`src/inc/adc_ctrl_pkg.sv`:
```
// constants, types and register map of the multiplexed converter control
// assumes one 10 MHz clock and a plain register port
// Contract
// - select exactly one of eight inputs
// - address binary, channel 0 to 7
// - capture address on load strobe rising
// - start rising clears result latch
// - start rising begins 32-clock sampling
// - new start before 64 clocks restarts
// - restarted conversion discards previous result
// - conversion lasts 57 to 74 clocks
// - done flag responds within 8 clocks
// - sampling phase then bit-decision phase
// - eight trials, then back to sampling (code goes to idle and waits for the next start)
// - first trial tests weight 128
// - above trip: set bit, remove weight
// - trials descend 64, 32 to LSB
// - result held in latch driving data outputs
package adc_ctrl_pkg;

  // ********************************
  // timing
  // ********************************
  localparam int SYS_CLK_HZ   = 10_000_000;
  localparam int CONV_CLK_HZ  = 640_000;
  localparam int CONV_DIV     = SYS_CLK_HZ / CONV_CLK_HZ;
  localparam int SAMPLE_TICKS = 32;
  localparam int TRIAL_TICKS  = 4;
  localparam int RESULT_W     = 8;
  localparam int CHAN_W       = 3;
  localparam int CHANNELS     = 8;

  // ********************************
  // register map
  // ********************************
  localparam logic [3:0] OFS_STATUS  = 4'h0;
  localparam logic [3:0] OFS_MASK    = 4'h4;
  localparam logic [3:0] OFS_RESULT  = 4'h8;
  localparam logic [3:0] OFS_CONTROL = 4'hc;
  localparam int         EV_DONE     = 0;
  localparam int         EV_ABORT    = 1;
  localparam int         EV_W        = 2;
  localparam int         CTL_START   = 0;
  localparam int         RES_EOC     = 8;
  localparam int         RES_CHAN    = 16;
  localparam logic [EV_W-1:0]     MASK_RESET   = 2'h0;
  localparam logic [RESULT_W-1:0] RESULT_RESET = 8'h00;

  typedef struct packed {
    logic [3:0]  addr;
    logic [31:0] wdata;
    logic        wr;
    logic        rd;
  } reg_req_t;

  typedef enum logic [2:0] {
    ST_IDLE   = 3'b001,
    ST_SAMPLE = 3'b010,
    ST_DECIDE = 3'b100
  } conv_state_t;

endpackage

```
`src/design/rise_detect.sv`:
```
// rising-edge detector for one synchronous control input
// assumes the input is already synchronous to the clock
`timescale 1ns/1ps
`default_nettype none
module rise_detect (
  input  wire logic clk_in,
  input  wire logic rst_n_in,
  input  wire logic level_in,
  output logic      rise_out
);
  logic prev;

  always_ff @(posedge clk_in or negedge rst_n_in) begin
    if (!rst_n_in) begin
      prev <= 1'b0;
    end else begin
      prev <= level_in;
    end
  end

  assign rise_out = level_in & ~prev;
endmodule
`default_nettype wire

```
`src/design/tick_divider.sv`:
```
// divider giving a one-cycle conversion-clock enable
// assumes a single free-running system clock
`timescale 1ns/1ps
`default_nettype none
module tick_divider #(
  parameter int DIV = 15
) (
  input  wire logic clk_in,
  input  wire logic rst_n_in,
  output logic      tick_out
);
  localparam int CW = $clog2(DIV + 1);
  logic [CW-1:0] count;

  if (DIV < 2) begin : g_chk
    $error("tick_divider: DIV must be at least 2");
  end

  always_ff @(posedge clk_in or negedge rst_n_in) begin
    if (!rst_n_in) begin
      count <= '0;
    end else if (tick_out) begin
      count <= '0;
    end else begin
      count <= count + 1'b1;
    end
  end

  assign tick_out = (count == CW'(DIV - 1));
endmodule
`default_nettype wire

```
`src/design/adc_mux_sar_control.sv`:
```
// control of an eight-input multiplexer and 8-bit successive approximation
// assumes synchronous control inputs and an external comparator
`timescale 1ns/1ps
`default_nettype none
module adc_mux_sar_control
  import adc_ctrl_pkg::*;
#(
  parameter int DIV = CONV_DIV
) (
  input  wire logic                clock_in,
  input  wire logic                arst_n_in,
  input  wire logic [CHAN_W-1:0]   addr_in,
  input  wire logic                addr_load_in,
  input  wire logic                start_in,
  input  wire logic                oe_in,
  input  wire logic                comp_above_in,
  input  wire reg_req_t            reg_req_in,
  output logic [31:0]              reg_rdata_out,
  output logic [CHANNELS-1:0]      mux_select_out,
  output logic                     sample_out,
  output logic [RESULT_W-1:0]      weights_out,
  output logic                     eoc_out,
  output logic [RESULT_W-1:0]      data_out,
  output logic                     data_oe_out,
  output logic                     irq_out
);

  // ********************************
  // elaboration checks
  // ********************************
  if (DIV < 2) begin : g_div_chk
    $error("adc_mux_sar_control: DIV must be at least 2");
  end
  // tick counter is six bits wide
  if (SAMPLE_TICKS > 64 || TRIAL_TICKS > 64) begin : g_tick_chk
    $error("adc_mux_sar_control: tick counts exceed the 6-bit counter");
  end
  if (CHANNELS != (1 << CHAN_W)) begin : g_chan_chk
    $error("adc_mux_sar_control: CHANNELS must match the address width");
  end
  // trial index is three bits, so exactly eight trials
  if (RESULT_W != 8) begin : g_res_chk
    $error("adc_mux_sar_control: RESULT_W must be 8");
  end

  // ********************************
  // reset release
  // ********************************
  logic [1:0] rst_pipe;
  logic       rst_n;

  // async assert, clocked release: no flop leaves reset on a runt edge
  always_ff @(posedge clock_in or negedge arst_n_in) begin
    if (!arst_n_in) begin
      rst_pipe <= 2'b00;
    end else begin
      rst_pipe <= {rst_pipe[0], 1'b1};
    end
  end

  assign rst_n = rst_pipe[1];

  // ********************************
  // edges and conversion clock
  // ********************************
  logic load_rise;
  logic start_rise;
  logic tick;
  logic soft_start;
  logic start_evt;

  rise_detect u_load (
    .clk_in   (clock_in),
    .rst_n_in (rst_n),
    .level_in (addr_load_in),
    .rise_out (load_rise)
  );

  rise_detect u_start (
    .clk_in   (clock_in),
    .rst_n_in (rst_n),
    .level_in (start_in),
    .rise_out (start_rise)
  );

  tick_divider #(.DIV(DIV)) u_div (
    .clk_in   (clock_in),
    .rst_n_in (rst_n),
    .tick_out (tick)
  );

  // ********************************
  // channel address
  // ********************************
  logic [CHAN_W-1:0] channel;

  always_ff @(posedge clock_in or negedge rst_n) begin
    if (!rst_n) begin
      channel <= '0;
    end else if (load_rise) begin
      channel <= addr_in;
    end
  end

  // binary address, one switch closed at a time
  wire  [CHANNELS-1:0] addr_onehot = CHANNELS'(1) << addr_in;
  logic [CHANNELS-1:0] mux_sel;

  // select kept in a flop so the switch drive never glitches
  always_ff @(posedge clock_in or negedge rst_n) begin
    if (!rst_n) begin
      mux_sel <= CHANNELS'(1);
    end else if (load_rise) begin
      mux_sel <= addr_onehot;
    end
  end

  assign mux_select_out = mux_sel;

  // ********************************
  // register port decode
  // ********************************
  wire wr_status  = reg_req_in.wr && (reg_req_in.addr == OFS_STATUS);
  wire wr_mask    = reg_req_in.wr && (reg_req_in.addr == OFS_MASK);
  wire wr_control = reg_req_in.wr && (reg_req_in.addr == OFS_CONTROL);

  assign soft_start = wr_control && reg_req_in.wdata[CTL_START];
  assign start_evt  = start_rise | soft_start;

  // ********************************
  // conversion sequencer
  // ********************************
  conv_state_t         state;
  conv_state_t         next_state;
  logic [5:0]          tick_cnt;
  logic [2:0]          trial_idx;
  logic [RESULT_W-1:0] bits;
  logic [RESULT_W-1:0] applied;
  logic [RESULT_W-1:0] latch;
  logic                eoc;

  wire                 sample_end = (state == ST_SAMPLE) && tick
                                    && (tick_cnt == 6'(SAMPLE_TICKS - 1));
  wire                 trial_end  = (state == ST_DECIDE) && tick
                                    && (tick_cnt == 6'(TRIAL_TICKS - 1));
  wire                 last_trial = trial_end && (trial_idx == 3'h0);
  wire [RESULT_W-1:0]  trial_w    = RESULT_W'(1) << trial_idx;
  wire                 busy       = (state != ST_IDLE);

  always_comb begin
    next_state = state;
    case (state)
      ST_IDLE: begin
        next_state = ST_IDLE;
      end
      ST_SAMPLE: begin
        if (sample_end) begin
          next_state = ST_DECIDE;
        end
      end
      ST_DECIDE: begin
        if (last_trial) begin
          next_state = ST_IDLE;
        end
      end
      default: begin
        next_state = ST_IDLE;
      end
    endcase
    if (start_evt) begin
      next_state = ST_SAMPLE;
    end
  end

  always_ff @(posedge clock_in or negedge rst_n) begin
    if (!rst_n) begin
      state <= ST_IDLE;
    end else begin
      state <= next_state;
    end
  end

  always_ff @(posedge clock_in or negedge rst_n) begin
    if (!rst_n) begin
      tick_cnt <= '0;
    end else if (start_evt || sample_end || trial_end) begin
      tick_cnt <= '0;
    end else if (busy && tick) begin
      tick_cnt <= tick_cnt + 6'h01;
    end
  end

  always_ff @(posedge clock_in or negedge rst_n) begin
    if (!rst_n) begin
      trial_idx <= 3'h7;
      bits      <= '0;
      applied   <= '0;
    end else if (start_evt || sample_end) begin
      trial_idx <= 3'h7;
      bits      <= '0;
      applied   <= '0;
    end else if (trial_end) begin
      trial_idx <= trial_idx - 3'h1;
      if (comp_above_in) begin
        bits <= bits | trial_w;
      end else begin
        applied <= applied | trial_w;
      end
    end
  end

  // trial weight rides on top of those kept from earlier trials
  assign weights_out = (state == ST_DECIDE) ? (applied | trial_w) : applied;
  assign sample_out  = (state == ST_SAMPLE);

  // ********************************
  // result latch and done flag
  // ********************************
  wire [RESULT_W-1:0] final_bits = comp_above_in ? (bits | trial_w) : bits;

  always_ff @(posedge clock_in or negedge rst_n) begin
    if (!rst_n) begin
      latch <= RESULT_RESET;
      eoc   <= 1'b0;
    end else if (start_evt) begin
      latch <= RESULT_RESET;
      eoc   <= 1'b0;
    end else if (last_trial) begin
      latch <= final_bits;
      eoc   <= 1'b1;
    end
  end

  assign eoc_out     = eoc;
  assign data_out    = latch;
  assign data_oe_out = oe_in;

  // ********************************
  // events, mask, interrupt
  // ********************************
  logic [EV_W-1:0] status;
  logic [EV_W-1:0] mask;
  wire  [EV_W-1:0] ev_set;
  wire  [EV_W-1:0] status_clr;

  assign status_clr = wr_status ? reg_req_in.wdata[EV_W-1:0] : {EV_W{1'b0}};

  assign ev_set[EV_DONE]  = last_trial && !start_evt;
  assign ev_set[EV_ABORT] = start_evt && busy;

  always_ff @(posedge clock_in or negedge rst_n) begin
    if (!rst_n) begin
      status <= '0;
      mask   <= MASK_RESET;
    end else begin
      // a new event wins over a clear in the same cycle
      status <= (status & ~status_clr) | ev_set;
      if (wr_mask) begin
        mask <= reg_req_in.wdata[EV_W-1:0];
      end
    end
  end

  assign irq_out = |(status & mask);

  // ********************************
  // read port
  // ********************************
  wire [31:0] rd_status = {{(32-EV_W){1'b0}}, status};
  wire [31:0] rd_mask   = {{(32-EV_W){1'b0}}, mask};
  wire [31:0] rd_ctl    = {31'h00000000, busy};
  logic [31:0] rd_result;
  logic [31:0] rd_word;

  // fields placed by their named positions, all other bits read zero
  always_comb begin
    rd_result                     = 32'h00000000;
    rd_result[RESULT_W-1:0]       = latch;
    rd_result[RES_EOC]            = eoc;
    rd_result[RES_CHAN +: CHAN_W] = channel;
  end

  always_comb begin
    if (reg_req_in.addr == OFS_STATUS) begin
      rd_word = rd_status;
    end else if (reg_req_in.addr == OFS_MASK) begin
      rd_word = rd_mask;
    end else if (reg_req_in.addr == OFS_RESULT) begin
      rd_word = rd_result;
    end else if (reg_req_in.addr == OFS_CONTROL) begin
      rd_word = rd_ctl;
    end else begin
      rd_word = 32'h00000000;
    end
  end

  always_ff @(posedge clock_in or negedge rst_n) begin
    if (!rst_n) begin
      reg_rdata_out <= 32'h00000000;
    end else if (reg_req_in.rd) begin
      reg_rdata_out <= rd_word;
    end else begin
      reg_rdata_out <= 32'h00000000;
    end
  end

endmodule
`default_nettype wire

```
`config.mk`:
```
export PLATFORM = sky130hd
export DESIGN_NAME = adc_mux_sar_control
export DESIGN_NICKNAME = d
export VERILOG_FILES = /design/src/inc/adc_ctrl_pkg.sv /design/src/design/rise_detect.sv /design/src/design/tick_divider.sv /design/src/design/adc_mux_sar_control.sv
export SDC_FILE = /design/constraint.sdc
export NUM_CORES = 1
export LEC_CHECK = 0
export BUFFER_PORTS_ARGS = -buffer_cell sky130_fd_sc_hd__buf_2
export CAP_MARGIN = 10
export CELL_PAD_IN_SITES_DETAIL_PLACEMENT = 0
export CELL_PAD_IN_SITES_GLOBAL_PLACEMENT = 1
export CORE_UTILIZATION = 43
export CTS_BUF_LIST = sky130_fd_sc_hd__clkbuf_8
export DETAILED_ROUTE_END_ITERATION = 12
export GPL_TIMING_DRIVEN = 0
export HOLD_SLACK_MARGIN = 0.05
export PLACE_DENSITY_LB_ADDON = 0.1
export REMOVE_ABC_BUFFERS = 1
export SLEW_MARGIN = 10
export SYNTH_ARGS = -nofsm -noshare
export SYNTH_HDL_FRONTEND = slang
export SYNTH_SLANG_ARGS = --single-unit
export TNS_END_PERCENT = 30
```
`constraint.sdc`:
```
create_clock -name clock_in -period 6.45 [get_ports clock_in]
set_input_delay 0.645 -clock clock_in [delete_from_list [all_inputs] [get_ports clock_in]]
set_output_delay 0.645 -clock clock_in [all_outputs]
set_load 0.02 [all_outputs]
```
Word level (Yosys, flattened, before mapping)
Cells that the tools add are included.
{"block": "totals", "elab_cells": 93, "reg_bits": 92, "inputBits": 47, "output_inout_bits": 60}
{"block": "classes", "n_addsub": 3, "n_eq_ne": 12, "bitwise_logic": 11, "n_mux": 26, "n_shift": 2, "n_reduce_logical": 23}
{"operator": "two-way mux 8 bit", "n": 9}
{"operator": "two-way mux 19 bit", "n": 3}
{"operator": "two-way mux 32 bit", "n": 1}
{"operator": "bitwise OR 8 bit", "n": 2}
{"operator": "<< shifter 1 x 3 -> 8 bit (first input constant)", "n": 2}
{"operator": "two-way mux 3 bit", "n": 5}
{"operator": "== test 4 bit (second input constant)", "n": 3}
{"operator": "logical AND 1 bit", "n": 12}
{"operator": "two-way mux 6 bit", "n": 2}
{"operator": "adder 6 x 1 -> 6 bit (second input constant)", "n": 1}
{"operator": "== test 6 x 2 -> 1 bit (second input constant)", "n": 1}
{"operator": "== test 6 x 5 -> 1 bit (second input constant)", "n": 1}
{"operator": "inequality test 3 x 1 -> 1 bit (second input constant)", "n": 2}
{"operator": "case mux 3 bit (2 select lines)", "n": 1}
{"operator": "nonzero test 2 bit", "n": 3}
{"operator": "adder 4 x 1 -> 4 bit (second input constant)", "n": 1}
{"operator": "bitwise AND 2 bit", "n": 2}
{"operator": "== test 4 x 3 -> 1 bit (second input constant)", "n": 1}
{"operator": "logical NOT 4 bit", "n": 1}
{"operator": "two-way mux 4 bit", "n": 1}
{"operator": "AND reduction 2 bit", "n": 2}
{"operator": "== test 3 x 2 -> 1 bit (second input constant)", "n": 1}
{"operator": "== test 3 bit (second input constant)", "n": 1}
{"operator": "logical NOT 3 bit", "n": 1}
{"operator": "other kinds (13)", "n": 18}

Longest topological paths before layout
{"block": "depth", "word_depth": 7, "mapped_depth": 7, "mapped_depth_nobuf": 6}

Modules after synthesis
From an unflattened synthesis, not the netlist that was laid out.
{"block": "hier_totals", "cells_unflattened": 312, "hier_area_um2": 3388.2}
{"module": "adc_mux_sar_control", "area_per_inst_um2": 3135.5, "instances": 1, "seq_area_each_um2": 1657.8, "cells_per_inst": 294}
{"module": "tick_divider", "area_per_inst_um2": 175.2, "instances": 1, "seq_area_each_um2": 100.1, "cells_per_inst": 14}
{"module": "rise_detect", "area_per_inst_um2": 38.8, "instances": 2, "seq_area_each_um2": 25.0, "cells_per_inst": 2}

Worst setup path after synthesis
OpenSTA, ideal clock, no wires.
{"block": "synth_timing", "path_type": "register to output", "from": "register trial_idx[2]", "to": "output port weights_out[4]", "path_buffers": 2, "path_stages_with_launch": 4, "required_ps": 5805, "slack_ps": 4476, "arrival_time_ps": 1329, "cell_sequence": "dfstp_2 clkbuf_1 clkbuf_1 a31o_2"}
{"block": "synth_via", "elab_chain_len": 3}
{"item": "start: declaration", "line": "adc_mux_sar_control.sv:136", "source": "logic [2:0] trial_idx;"}
{"item": "start signal: assignment", "line": "adc_mux_sar_control.sv:203", "source": "trial_idx <= trial_idx - 3'h1;"}
{"item": "<< shifter 1 x 3 -> 8 bit", "line": "adc_mux_sar_control.sv:147", "source": "wire [RESULT_W-1:0] trial_w = RESULT_W'(1) << trial_idx;"}
{"item": "bitwise OR 8 bit", "line": "adc_mux_sar_control.sv:213", "source": "assign weights_out = (state == ST_DECIDE) ? (applied | trial_w) : applied;"}
{"item": "two-way mux 8 bit", "line": "adc_mux_sar_control.sv:213"}
{"item": "end: declaration", "line": "adc_mux_sar_control.sv:21", "source": "output logic [RESULT_W-1:0] weights_out,"}
Every way passes these cells.

Worst setup path in the final report
{"block": "layout_timing", "from": "register tick_cnt[0]", "to": "register latch[4], in the netlist data_out[4]"}
{"block": "layout_via", "elab_chain_len": 4}
{"item": "start: declaration", "line": "adc_mux_sar_control.sv:135", "source": "logic [5:0] tick_cnt;"}
{"item": "start signal: assignment", "line": "adc_mux_sar_control.sv:189", "source": "tick_cnt <= tick_cnt + 6'h01;"}
{"item": "== test 6 x 2 -> 1 bit", "line": "adc_mux_sar_control.sv:145", "source": "&& (tick_cnt == 6'(TRIAL_TICKS - 1));"}
{"item": "logical AND 1 bit", "line": "adc_mux_sar_control.sv:145"}
{"item": "logical AND 1 bit", "line": "adc_mux_sar_control.sv:146", "source": "wire last_trial = trial_end && (trial_idx == 3'h0);"}
{"item": "nonzero test 2 bit (no source line)"}
{"item": "end signal: assignment", "line": "adc_mux_sar_control.sv:229", "source": "latch <= final_bits;"}
{"item": "end: declaration", "line": "adc_mux_sar_control.sv:139", "source": "logic [RESULT_W-1:0] latch;"}
Every way passes these cells.
A chain may end at the register's enable or synchronous reset.

==> results.md <==
- Outcome: finished, final reports clean
- Slowest-stage cell, CP: sky130_fd_sc_hd__nor4_2
- Via count normalized by instance count: 5.139
- Hold Violations, Final: 0
- Final RePlAce weighted congestion: 0.7051
- Per-cell routed wire length: 13.95 um
- Chip Width: 90.03 um
- Number of levels the H-tree was split into: 3
- Number of gates given a new drive strength after cts: 0
- Buffers and inverters on the worst path: 0
- Top achievable clock speed: 0.3859 GHz
- Core region area: 0.007370 mm^2
- Sequential power share: 49.6%
- Number of global-route vias before repair: 2252
- Critical path peak fanout: 12
- Post-CTS setup repair buffer count: 0
- Startpoint-to-endpoint class of the critical path: reg -> reg
- Worst setup SP type: register
- Number of antenna violations at the first check in global routing: 0
- Mapped Area: 0.003332 mm^2
- Commonest register cell after synthesis: sky130_fd_sc_hd__dfrtp_1
- Total track usage: 17.08%
- DIE AREA: 0.008105 mm^2
- Worst Max-Slew Pin Slew: 1.131 ns
- Antenna Diode Count: 0
- Slew Limit Headroom: 23.99%
- Yosys Warn Count: 0
- Maximum capacitance violations: 0
- Pins Over Slew Limit: 0
- Worst-case vdd ir drop: 0.0001112 V
- CTS Sinks: 72
- Seq cells post-synth: 72
- Clock latency on the worst-skew pair: 0.34 ns
- Die Y: 90.03 um
- Power per standard cell area: 248.3 mW/mm^2
- Smallest setup slack after layout: 3.859 ns
- Worst setup slack before clock tree synthesis: 3.847 ns
- Detailed-route wire length: 6446 um
- Synthesized instance count: 307
- WP data required: 6.68 ns
- Fraction of layout cells with a size suffix above 1: 26.17%
- # IOs: 107
- Total net switching power: 230.0 uW
- Critical path's largest stage delay: 0.97 ns
- Largest cells by area after synthesis: sky130_fd_sc_hd__dfrtp_1 50%, sky130_fd_sc_hd__buf_4 5.0%, sky130_fd_sc_hd__dfstp_2 3.9%
- Remaining Overflow, GRT: 0
- Leakage: 2.004 nW
- Ordered list of cells on the worst path: ha_1, or4b_4, nor4_2, mux2i_1, nor2b_1
- Count of routing violations after the opening detailed-route iteration: 106
- Buffers from clock root to sink, at most: 2
- CTS clock-pin slew for the worst setup and hold paths: 0.08 ns
- Port-buffer cells: 54
- Category of the worst setup path capture point: register
- Switching part of the total: 24.05%
- Share of the clock period used by the worst path: 40.18%
- Global-route wire length before repair: 11070 um
- Hold Path Class: in -> async
- Std-Cell Rows: 31
- Number of enable-type register cells in the synthesized netlist: 0
- Cell type with the highest aggregate area in the netlist: sky130_fd_sc_hd__dfrtp_1
- Seq/Total Area, Yosys: 54.26%
- Detailed placement HPWL: 4308 um
- TritonCTS clock tree: built
- NumNets Final: 411
- Synth-to-Final Area Change: 15.62%
- Share of the synthesized area in the top cell type: 50.32%
- Average cell area after synthesis: 10.85 um^2
- Minimum clock period: 2.591 ns
- Worst path top cell family by delay: simple AND/OR/NAND/NOR gates
- Clock group share of total power: 42.7%
- Maximum number of pins on one net before global-route repair: 59
- Clock root buffer master: sky130_fd_sc_hd__clkbuf_8
- Number of distinct library cells after synthesis: 51
- Number of endpoints failing setup at the final stage: 0
- Total clock buffers created by CTS: 9
- Share of flip-flops with an asynchronous set or reset: 100.0%
- RSZ-0062 raised after global routing: false
- Number of hold buffers added after CTS: 0
- Number of nets with antenna violations after detailed routing: 0
- Number of remaining DRC errors: 0
- Internal power: 726.5 uW
- Clock Skews: 0.01406 ns
- Starting utilization of the core area: 45.21%
- Share of power burned in combinational logic: 7.6%
- Arrival time at the worst endpoint: 2.82 ns
- Overall via count from detail_route: 2374
- Setup TNS: 0 ns
- TritonRoute pass-1 iters: 4
[power by group through the flow]
stage / clock, mW / sequential (mW) / combinational (mW)
floorplan: 0 / 0.491 / 0.0383
global placement: 0 / 0.490 / 0.0639
detailed placement: 0 / 0.484 / 0.0740
CTS: 0.419 / 0.475 / 0.0741
global route: 0.439 / 0.477 / 0.0805
finish: 0.409 / 0.475 / 0.0729
[layout make-up]
type	instances	area (um^2)
Clock inverter	5	80.08
Multi-Input combinational cell	211	1354
Clock buffer	11	151.4
Tap cell	99	123.9
Fill cell	711	3517
Inverter	9	33.78
Sequential cell	72	1812
Timing Repair Buffer	55	297.8
[path summary, 6_finish.rpt]
| kind | from | depth (start not counted) | slack, ns | end |
|---|---|---|---|---|
| max | tick_cnt[0]$_DFFE_PN0P_ | 5 | 3.86 | data_out[4]$_DFFE_PN0P_ |
| min | arst_n_in | 1 | 0.07 | rst_pipe[1]$_DFF_PN0_ |
| max reg2reg | tick_cnt[0]$_DFFE_PN0P_ | 5 | 3.86 | data_out[4]$_DFFE_PN0P_ |
| max in group asynchronous | rst_pipe[1]$_DFF_PN0_ | 1 | 5.69 | state[0]$_DFFE_PN1P_ |
| min in group clock_in | rst_pipe[0]$_DFF_PN0_ | 0 | 0.35 | rst_pipe[1]$_DFF_PN0_ |
| min reg2reg | rst_pipe[1]$_DFF_PN0_ | 0 | 0.18 | u_div.count[3]$_DFF_PN0_ |
[cell usage after synthesis, types with 4 or more instances]
| master | instances |
|---|---|
| sky130_fd_sc_hd__a21oi_1 | 9 |
| sky130_fd_sc_hd__a22o_1 | 6 |
| sky130_fd_sc_hd__a31o_2 | 4 |
| sky130_fd_sc_hd__a31oi_1 | 11 |
| sky130_fd_sc_hd__a41oi_1 | 8 |
| sky130_fd_sc_hd__and2_1 | 11 |
| sky130_fd_sc_hd__buf_4 | 22 |
| sky130_fd_sc_hd__clkbuf_1 | 10 |
| sky130_fd_sc_hd__dfrtp_1 | 67 |
| sky130_fd_sc_hd__dfstp_2 | 5 |
| sky130_fd_sc_hd__ha_1 | 6 |
| sky130_fd_sc_hd__inv_1 | 9 |
| sky130_fd_sc_hd__nand2_1 | 24 |
| sky130_fd_sc_hd__nand3_1 | 6 |
| sky130_fd_sc_hd__nor2_1 | 29 |
| sky130_fd_sc_hd__nor2b_1 | 5 |
| sky130_fd_sc_hd__nor3_1 | 5 |
| sky130_fd_sc_hd__nor3b_1 | 4 |
| sky130_fd_sc_hd__o211a_1 | 8 |
| sky130_fd_sc_hd__o21ai_0 | 8 |
| sky130_fd_sc_hd__xnor2_1 | 6 |
[flip-flops by register name (all words and copies together), names as in the netlist, 2 cells and up]
name,cells
trial_idx,3
rst_pipe,2
mux_select_out,8
mask,2
channel,3
state,3
status,2
data_out,8
reg_rdata_out,12
tick_cnt,6
bits,8
applied,8
u_div.count,4
[routing by layer]
metal | global-route usage, % | wire length, um
met4 | 7.661 | 99
met3 | 3.553 | 260
met1 | 23.08 | 3118
met2 | 26.53 | 2968
met5 | 0 | 0
[metrics by stage]
step / cells / hold slack (ns) / total power, mW / instance area [um^2] / utilization [%]
floorplan: 292 / 0.3312 / 0.5297 / 3184 / -
global placement: 445 / 0.3355 / 0.5541 / 3578 / 48.56
detailed placement: 446 / 0.1835 / 0.5579 / 3616 / 49.07
CTS: 462 / 0.05898 / 0.9681 / 3847 / 52.21
global route: 462 / 0.05635 / 0.9964 / 3852 / 52.28
finish: 462 / 0.07389 / 0.9566 / 3852 / 52.28
[cells by family after synthesis]
logic type	Yosys count	synth area share [%]
adders and majority gates	6	2.253
other	2	0.2254
xor gates and xnor gates	6	1.577
AOI/OAI and AO/OA	70	15.62
muxes	5	1.615
and+or+nand+nor	103	16.86
buffers and inverters	43	7.585
DFF	72	54.26
[layout by cell type, fill, tap and decap left out, types with 4 or more instances in the layout]
master / instances
sky130_fd_sc_hd__o21ai_0: 8
sky130_fd_sc_hd__conb_1: 21
sky130_fd_sc_hd__xnor2_1: 6
sky130_fd_sc_hd__nor3_1: 5
sky130_fd_sc_hd__nor2b_1: 5
sky130_fd_sc_hd__inv_1: 10
sky130_fd_sc_hd__a21oi_1: 9
sky130_fd_sc_hd__a22o_1: 6
sky130_fd_sc_hd__a31oi_1: 11
sky130_fd_sc_hd__nand2_1: 24
sky130_fd_sc_hd__buf_2: 54
sky130_fd_sc_hd__dfrtp_1: 66
sky130_fd_sc_hd__nor2_1: 29
sky130_fd_sc_hd__a41oi_1: 8
sky130_fd_sc_hd__ha_1: 6
sky130_fd_sc_hd__nand3_1: 6
sky130_fd_sc_hd__clkbuf_8: 11
sky130_fd_sc_hd__dfstp_2: 5
sky130_fd_sc_hd__and2_1: 11
sky130_fd_sc_hd__a31o_2: 4
sky130_fd_sc_hd__o211a_1: 8
No activity file was read; power rests on OpenSTA's default activity.
